[src/common/ccvs_pkg.sv]
package ccvs_pkg;

  // Address of the oscillator clock control register on the processor I/O bus.
  localparam logic [15:0] CCVS_CTRL_ADDR   = 16'hFF00;

  // Field positions inside the control register.
  localparam int          CCVS_VOLT_BIT    = 0;
  localparam int          CCVS_UNUSED_BIT  = 1;
  localparam int          CCVS_OSC_EN_BIT  = 2;
  localparam int          CCVS_CLK_SEL_BIT = 3;

  // Reset value of the control register.
  localparam logic [3:0]  CCVS_CTRL_RESET  = 4'h0;

  // CPU clock periods that make up one instruction cycle.
  localparam logic [1:0]  CCVS_INSTR_PERIODS = 2'h2;

  typedef struct packed {
    logic clk_sel;
    logic osc_en;
    logic unused;
    logic volt_sel;
  } ccvs_ctrl_t;

  typedef enum logic [1:0] {
    CCVS_MUX_SLOW = 2'b01,
    CCVS_MUX_FAST = 2'b10
  } ccvs_mux_state_t;

  function automatic logic ccvs_hit(input logic [15:0] addr);
    return addr == CCVS_CTRL_ADDR;
  endfunction : ccvs_hit

endpackage : ccvs_pkg

[src/logic/ccvs_clock_mux.sv]
`timescale 1ns/10ps
module ccvs_clock_mux
  import ccvs_pkg::*;
(
  input  wire logic sys_clk,
  input  wire logic rst_n,
  input  wire logic slow_osc_level,
  input  wire logic fast_osc_level,
  input  wire logic want_fast,
  output logic      cpu_clk,
  output logic      on_fast
);

  ccvs_mux_state_t state;
  ccvs_mux_state_t next_state;
  wire logic       both_low;
  wire logic       next_clk;

  // Switching only while both sources sit low keeps runt pulses off the CPU clock.
  assign both_low = !slow_osc_level && !fast_osc_level;

  always_comb begin
    next_state = state;
    unique case (state)
      CCVS_MUX_SLOW: begin
        if (want_fast && both_low) next_state = CCVS_MUX_FAST;
      end
      CCVS_MUX_FAST: begin
        if (!want_fast && both_low) next_state = CCVS_MUX_SLOW;
      end
      default: begin
        next_state = CCVS_MUX_SLOW;
      end
    endcase
  end

  assign next_clk = (next_state == CCVS_MUX_FAST) ? fast_osc_level : slow_osc_level;

  always_ff @(posedge sys_clk or negedge rst_n) begin
    if (!rst_n) begin
      state   <= CCVS_MUX_SLOW;
      cpu_clk <= 1'b0;
      on_fast <= 1'b0;
    end else begin
      state   <= next_state;
      cpu_clk <= next_clk;
      on_fast <= next_state == CCVS_MUX_FAST;
    end
  end
endmodule : ccvs_clock_mux

[src/logic/ccvs_clock_control.sv]
`timescale 1ns/10ps
module ccvs_clock_control
  import ccvs_pkg::*;
(
  input  wire logic        sys_clk,
  input  wire logic        rst_n,
  input  wire logic [15:0] io_addr,
  input  wire logic        io_wr,
  input  wire logic        io_rd,
  input  wire logic [3:0]  io_wdata,
  output logic      [3:0]  io_rdata,
  input  wire logic        slow_osc_is_rc,
  input  wire logic        fast_osc_fitted,
  input  wire logic        slow_osc_level,
  input  wire logic        fast_osc_level,
  output logic             cpu_clk,
  output logic             cpu_on_fast,
  output logic             fast_osc_run,
  output logic             core_supply_high,
  output logic             instr_strobe
);

  ccvs_ctrl_t ctrl;
  ccvs_ctrl_t next_ctrl;
  ccvs_ctrl_t wr_ctrl;
  wire logic  wr_hit;
  wire logic  rd_hit;
  wire logic  supply_high;
  wire logic  fast_allowed;
  wire logic  next_supply_high;
  wire logic  clk_rise;
  wire logic  next_strobe;
  logic       cpu_clk_prev;
  logic       half_done;

  assign wr_ctrl = ccvs_ctrl_t'(io_wdata);
  assign wr_hit  = io_wr && ccvs_hit(io_addr);
  assign rd_hit  = io_rd && ccvs_hit(io_addr);

  // With the RC slow oscillator the supply is a mask-option fact, not a software choice.
  assign next_supply_high = slow_osc_is_rc ? fast_osc_fitted
                                           : next_ctrl.volt_sel;
  assign supply_high      = core_supply_high;

  // The fast clock is refused only while the core sits low and the oscillator is stopped.
  assign fast_allowed = supply_high || ctrl.osc_en;

  always_comb begin
    next_ctrl = ctrl;
    if (wr_hit) begin
      next_ctrl.volt_sel = wr_ctrl.volt_sel;
      next_ctrl.osc_en   = wr_ctrl.osc_en;
      next_ctrl.unused   = 1'b0;
      next_ctrl.clk_sel  = wr_ctrl.clk_sel && (fast_allowed || ctrl.clk_sel);
    end
  end

  always_ff @(posedge sys_clk or negedge rst_n) begin
    if (!rst_n) begin
      ctrl             <= ccvs_ctrl_t'(CCVS_CTRL_RESET);
      core_supply_high <= 1'b0;
      fast_osc_run     <= 1'b0;
    end else begin
      ctrl             <= next_ctrl;
      core_supply_high <= next_supply_high;
      fast_osc_run     <= next_ctrl.osc_en;
    end
  end

  // Reads of any other address return zero so a stray read cannot alias this register.
  always_ff @(posedge sys_clk or negedge rst_n) begin
    if (!rst_n) begin
      io_rdata <= 4'h0;
    end else if (io_rd) begin
      io_rdata <= rd_hit ? {ctrl.clk_sel, ctrl.osc_en, 1'b0, ctrl.volt_sel} : 4'h0;
    end
  end

  ccvs_clock_mux i_ccvs_clock_mux (
    .sys_clk        (sys_clk),
    .rst_n          (rst_n),
    .slow_osc_level (slow_osc_level),
    .fast_osc_level (fast_osc_level),
    .want_fast      (ctrl.clk_sel),
    .cpu_clk        (cpu_clk),
    .on_fast        (cpu_on_fast)
  );

  // One instruction cycle is marked on every second rising edge of the CPU clock.
  assign clk_rise    = cpu_clk && !cpu_clk_prev;
  assign next_strobe = clk_rise && half_done;

  always_ff @(posedge sys_clk or negedge rst_n) begin
    if (!rst_n) begin
      cpu_clk_prev <= 1'b0;
      half_done    <= 1'b0;
      instr_strobe <= 1'b0;
    end else begin
      cpu_clk_prev <= cpu_clk;
      instr_strobe <= next_strobe;
      if (clk_rise) begin
        half_done <= !half_done;
      end
    end
  end

  // Helper: rising edges of the CPU clock since the last instruction strobe.
  logic [1:0] rise_count;

  always_ff @(posedge sys_clk or negedge rst_n) begin
    if (!rst_n) begin
      rise_count <= 2'h0;
    end else if (instr_strobe) begin
      rise_count <= clk_rise ? 2'h1 : 2'h0;
    end else if (clk_rise && rise_count != 2'h3) begin
      rise_count <= rise_count + 2'h1;
    end
  end
endmodule : ccvs_clock_control

[config.mk]
export PLATFORM = sky130hd
export DESIGN_NAME = ccvs_clock_control
export DESIGN_NICKNAME = d
export VERILOG_FILES = /design/src/common/ccvs_pkg.sv /design/src/logic/ccvs_clock_mux.sv /design/src/logic/ccvs_clock_control.sv
export SDC_FILE = /design/constraint.sdc
export NUM_CORES = 1
export LEC_CHECK = 0
export BUFFER_PORTS_ARGS = -buffer_cell sky130_fd_sc_hd__buf_2
export CAP_MARGIN = 40
export CORE_ASPECT_RATIO = 1.2
export CORE_UTILIZATION = 40
export DETAILED_ROUTE_END_ITERATION = 12
export PLACE_DENSITY = 0.83
export REMOVE_ABC_BUFFERS = 1
export SLEW_MARGIN = 5
export SYNTH_ARGS = -nofsm -noshare
export SYNTH_HDL_FRONTEND = slang
export SYNTH_SLANG_ARGS = --single-unit
export TNS_END_PERCENT = 10
[constraint.sdc]
create_clock -name sys_clk -period 1.9 [get_ports sys_clk]
set_clock_uncertainty 0.1 [all_clocks]
set_input_delay 0.095 -clock sys_clk [delete_from_list [all_inputs] [get_ports sys_clk]]
set_output_delay 0.095 -clock sys_clk [all_outputs]
set_load 0.05 [all_outputs]
# Yosys cells after proc, flatten, opt, wreduce, memory -nomap -nowiden
# Cells that the tools add are included.
op_classes:
  n_eq_ne: 4
  muxes: 7
  n_reduce_logical: 15
op_table:
  columns: ["operator", "n"]
  rows:
  - ["== test 16 bit, second input constant", 1]
  - ["logical AND 1 bit", 8]
  - ["zero test 1 bit", 5]
  - ["== test 2 bit, second input constant", 2]
  - ["two-way mux 2 bit", 2]
  - ["two-way mux 4 bit", 1]
  - ["case mux 2 bit (2 select lines)", 1]
  - ["two-way mux 1 bit", 3]
  - ["== test 2 x 1 -> 1 bit, second input constant", 1]
  - ["logical OR 1 bit", 2]
word_totals:
  reg_bits: 15
  inputBits: 28

# Depth between registers and ports, before layout
depth:
  depth_word: 7
  ltp_mapped: 6
  mapped_depth_nobuf: 6

# Modules after synthesis
# From an unflattened synthesis, not the netlist that was laid out.
unflattened:
  cells_unflattened: 61
  area_unflattened_um2: 706.9
by_module_without_submodules:
  columns: ["mod", "instances", "cells_per_inst", "area_each_um2"]
  rows:
  - ["ccvs_clock_control", 1, 42, 495.5]
  - ["ccvs_clock_mux", 1, 19, 211.5]

# Worst setup path after synthesis
# No wires, ideal clock.
synth_timing:
  path_type: "input to register"
  from: "in io_addr[1]"
  to: "reg ctrl[2] (netlist name)"
  setup_ps: 125
  t_arrival_ps: 1365
  required_time_ps: 1675
  slack_ps: 310
  cell_stages: 4
  path_buffers: 0
  cell_sequence: "or4_4 -> nor4_4 -> nand2_2 -> mux2_4"
synth_between:
  elab_chain_len: 2
synth_rtl:
  columns: ["item", "line_no", "text"]
  rows:
  - ["from (decl)", "ccvs_clock_control.sv:7", "input wire logic [15:0] io_addr,"]
  - ["== test 16 bit", "ccvs_pkg.sv:31", "return addr == CCVS_CTRL_ADDR;"]
  - ["logical AND 1 bit", "ccvs_clock_control.sv:37", "assign wr_hit = io_wr && ccvs_hit(io_addr);"]
  - ["to (signal assigned)", "ccvs_clock_control.sv:60", "ctrl <= ccvs_ctrl_t'(CCVS_CTRL_RESET);"]
  - ["to (signal assigned)", "ccvs_clock_control.sv:64", "ctrl <= next_ctrl;"]
  - ["to (decl)", "ccvs_clock_control.sv:23", "ccvs_ctrl_t ctrl;"]
# Every way passes these cells.
# A chain may end at the register's enable or synchronous reset.

# Final worst setup path
layout_timing:
  from: "reg i_ccvs_clock_mux.state[0]"
  to: "reg i_ccvs_clock_mux.cpu_clk"
layout_between:
  elab_chain_len: 4
  elab_cells_between_ends: 7
layout_rtl:
  columns: ["item", "line_no", "text"]
  rows:
  - ["from (decl)", "ccvs_clock_mux.sv:14", "ccvs_mux_state_t state;"]
  - ["from (signal assigned)", "ccvs_clock_mux.sv:45", "state <= next_state;"]
  - ["== test 2 bit (tied with other cells)", "ccvs_clock_mux.sv:24", "unique case (state)"]
  - ["case mux 2 bit (2 select lines) (*)", "ccvs_clock_mux.sv:24", null]
  - ["== test 2 bit (*)", "ccvs_clock_mux.sv:37", "assign next_clk = (next_state == CCVS_MUX_FAST) ? fast_osc_level : slow_osc_level;"]
  - ["two-way mux 1 bit (*)", "ccvs_clock_mux.sv:37", null]
  - ["net i_ccvs_clock_mux.next_clk", "ccvs_clock_mux.sv:17", "wire logic next_clk;"]
  - ["to (signal assigned)", "ccvs_clock_mux.sv:46", "cpu_clk <= next_clk;"]
  - ["to (decl)", "ccvs_clock_mux.sv:10", "output logic cpu_clk,"]
# The timed path passes the listed nets; every way through them passes the cells marked *.

==> impl_results.md <==
* Status: finished, final reports clean
* Yosys warns at 0
* CP required at 1970 ps
* Clock Power Share at 0.247
* Max Cap Violations at 0
* Worst setup EP type: register
* Share of cells above drive strength 1 at 0.433
* Max-slew violations at 0
* Post-CTS sizing at 0
* Crit-path slowest cell: dfstp_2
* CTS buffer count at 3
* Top Usage Layer GRT: met2
* Post-cts hold buffer count at 5
* Num rows at 15
* Internal at 0.581 mW
* Clk sinks at 14
* RSZ-0062 raised after global routing: false
* IO buf count at 34
* Yosys reg bits at 14
* DP Wirelength at 1070 um
* Vias in the first global route at just over 600
* Htree depth at 1
* Global-route wire length before repair at 2620 um
* Clock latency on the worst-skew pair at 280 ps
* CTS tree: built
* Synth unique cells at 33
* Die area at between 1500 and 2000 um^2
* Crit-path cells: ha_1 > o311ai_0 > nand4b_1 > mux2_2
* First-pass DRT Iterations at 4
* Hold Path Class: in -> reg
* Number of fill cells at 130
* Initial antenna violation count at 0
* Startpoint Class: register
* Core ar. at roughly 1500 um^2
* Gate Count Post-Synth at 61
* Routed Antenna Nets at 0
* Final GP Congestion at 0.734
* Clock Tree Buf Depth at 2
* Max Clk Rate at 588 MHz
* Final hold violation count at 0
* Routed vias at roughly 630
* VDD IR max at between 0.6 and 0.7 mV
* Comb power frac at 0.320
* Pwr Density at 930 nW/um^2
* Syn Area/Cell at between 10 and 15 um^2
* Post-route minimum period at 1700 ps
* Global routing usage on met1 at 0.226
* Net Sw Frac at 0.344
* Fin crit share at 0.895
* Seq pwr share at 0.433
* Total track usage at 0.211
* Clock Pin Slew Worst Setup and Hold Paths at 90 ps
* Initial core utilization at 0.449
* Sequential-to-total area share from yosys stat at 0.521
* Total grt overflow at 0
* # diodes at 0
* Crit path arrival time at around 1800 ps
* Initial DRC Count at 10
* Final WL at about 1600 um
* Setup Total Neg Slack at 0 ps
* Layout Nets at 135
* Worst path max stage delay at 570 ps
* Via-to-Cell Ratio at 5.17
* Pin count of the biggest net entering global routing at 15
* Clock Tree Root: clkbuf_4
* Setup bufs post-CTS at 0
* Post-Layout Cell Count at 121
* Dpl cells at 112
* Critical path peak fanout at 4
* P_sw at 0.304 mW
* Die Wd at 39.5 um
* Routed len/inst at 12.9 um
* Setup violators final at 0
* Area Overhead vs Synth at 41.2%
* Met3 layer usage reported by global route at 0.0474
* DRC viols at 0
* Leak at ~0.49 nW
* Met2 Resource Use GR at 0.400
* Die H at 47.0 um
* Post-synth design cell area at between 600 and 700 um^2
* I/O pin count at 37
* Crit Path Category: reg -> reg
power groups by stage:
| stage | Combinational, mW | Clock, mW | Sequential (mW) |
|---|---|---|---|
| 3_3_place_gp | 0.262 | 0 | 0.385 |
| 3_5_place_dp | 0.272 | 0 | 0.388 |
| 5_1_grt | 0.317 | 0.231 | 0.389 |
| 4_1_cts | 0.282 | 0.217 | 0.382 |
| 2_1_floorplan | 0.131 | 0 | 0.445 |
| 6_report | 0.283 | 0.219 | 0.383 |
through the flow:
step | instance area, um^2 | total power [mW] | hold slack (ps) | util | setup WS [ps]
floorplan | 667 | 0.576 | -301 | - | 310
detailed placement | 866 | 0.660 | -96.0 | 0.577 | 176
CTS | 952 | 0.881 | 9.37 | 0.634 | 222
finish | 952 | 0.885 | 11.5 | 0.634 | 199
global route | 952 | 0.936 | 10.2 | 0.634 | 111
global placement | 866 | 0.647 | -103 | 0.577 | 189
worst max-delay path: cells and delay by family (launching register included):
kind / cells / cell delay (ps)
flops: 1 / 570
compound gates: 1 / 190
fa+ha+maj: 1 / 230
simple gates: 1 / 160
mux: 1 / 350
logic make-up (layout without fill, tap and decap cells):
family / after synthesis / in the layout / share of synthesized area
adders and majority gates: 2 / 2 / 0.0371
and+or+nand+nor: 20 / 20 / 0.206
DFF: 14 / 14 / 0.521
AOI/OAI and AO/OA: 13 / 13 / 0.128
muxes: 2 / 2 / 0.0390
buffers and inverters: 8 / 51 / 0.0501
other: 1 / 1 / 0.00556
xor gates and xnor gates: 1 / 1 / 0.0130
cells in the final DEF, fill, tap and decap left out, types with 2 or more instances in the layout:
cell,count
nand2b_1,2
nor2_1,3
nand3_1,3
nand4_1,2
dlygate4sd3_1,5
ha_1,2
clkbuf_4,3
o21ai_0,3
inv_1,7
dfrtp_1,13
buf_2,34
o21ai_1,2
path summary, 6_finish.rpt:
| check | from | end | slack (ps) | cells after the start |
|---|---|---|---|---|
| setup reg to reg | i_ccvs_clock_mux.state[0]$_DFF_PN1_ | i_ccvs_clock_mux.cpu_clk$_DFF_PN0_ | 200 | 4 |
| min in group asynchronous | rst_n | core_supply_high$_DFF_PN0_ | 140 | 2 |
| hold reg to reg | i_ccvs_clock_mux.cpu_clk$_DFF_PN0_ | cpu_clk_prev$_DFF_PN0_ | 310 | 0 |
| max in group asynchronous | rst_n | i_ccvs_clock_mux.state[0]$_DFF_PN1_ | 1270 | 2 |
| hold / removal | slow_osc_level | i_ccvs_clock_mux.cpu_clk$_DFF_PN0_ | 10 | 2 |
| setup / recovery | i_ccvs_clock_mux.state[0]$_DFF_PN1_ | i_ccvs_clock_mux.cpu_clk$_DFF_PN0_ | 200 | 4 |
synth_stat cells:
| cell type | n | area, um^2 |
|---|---|---|
| mux2_2 | 1 | 11.3 |
| nand2_2 | 1 | 6.26 |
| o21ai_1 | 2 | 10.0 |
| ha_1 | 2 | 25.0 |
| nand4_1 | 2 | 12.5 |
| nand3_1 | 3 | 15.0 |
| a211oi_1 | 1 | 7.51 |
| nand4b_1 | 1 | 8.76 |
| xnor2_1 | 1 | 8.76 |
| nor2_1 | 3 | 11.3 |
| dfstp_2 | 1 | 26.3 |
| dfrtp_1 | 13 | 325 |
| o211ai_1 | 1 | 7.51 |
| o311ai_0 | 1 | 8.76 |
| nand2b_1 | 2 | 12.5 |
| nor4_4 | 1 | 21.3 |
| buf_4 | 1 | 7.51 |
| nor3_1 | 1 | 5.00 |
| a2bb2oi_1 | 1 | 8.76 |
| a21oi_1 | 1 | 5.00 |
| inv_1 | 7 | 26.3 |
| o31ai_1 | 1 | 7.51 |
| conb_1 | 1 | 3.75 |
| a21boi_1 | 1 | 7.51 |
| or4_4 | 1 | 11.3 |
| nand3b_1 | 1 | 7.51 |
| o21ai_0 | 3 | 15.0 |
| o31a_1 | 1 | 8.76 |
| nor3b_1 | 1 | 7.51 |
| mux2_4 | 1 | 15.0 |
| and3_1 | 1 | 6.26 |
| or2_1 | 1 | 6.26 |
| or4_1 | 1 | 7.51 |
registers in the layout, summed over array words and instances (netlist names):
register and cells:
i_ccvs_clock_mux.on_fast 1, i_ccvs_clock_mux.state 2, ctrl 3, io_rdata 3
core_supply_high 1, cpu_clk_prev 1, half_done 1, instr_strobe 1
i_ccvs_clock_mux.cpu_clk 1
final cells by class:
class / instances / area [um^2] / area share
repair buffers: 40 / 228 / 0.239
multi-input cells: 39 / 289 / 0.304
clock buffers: 4 / 36.3 / 0.0381
well taps: 17 / 21.3 / 0.0223
inverters: 7 / 26.3 / 0.0276
flip-flops and latches: 14 / 352 / 0.369
per-layer routing:
layer	wire [um]	vias to the layer above
li1	-	307
met1	610	290
met2	854	26
met3	84	2
met4	13	0
met5	0	-
Power figures use the tool's default switching activity.
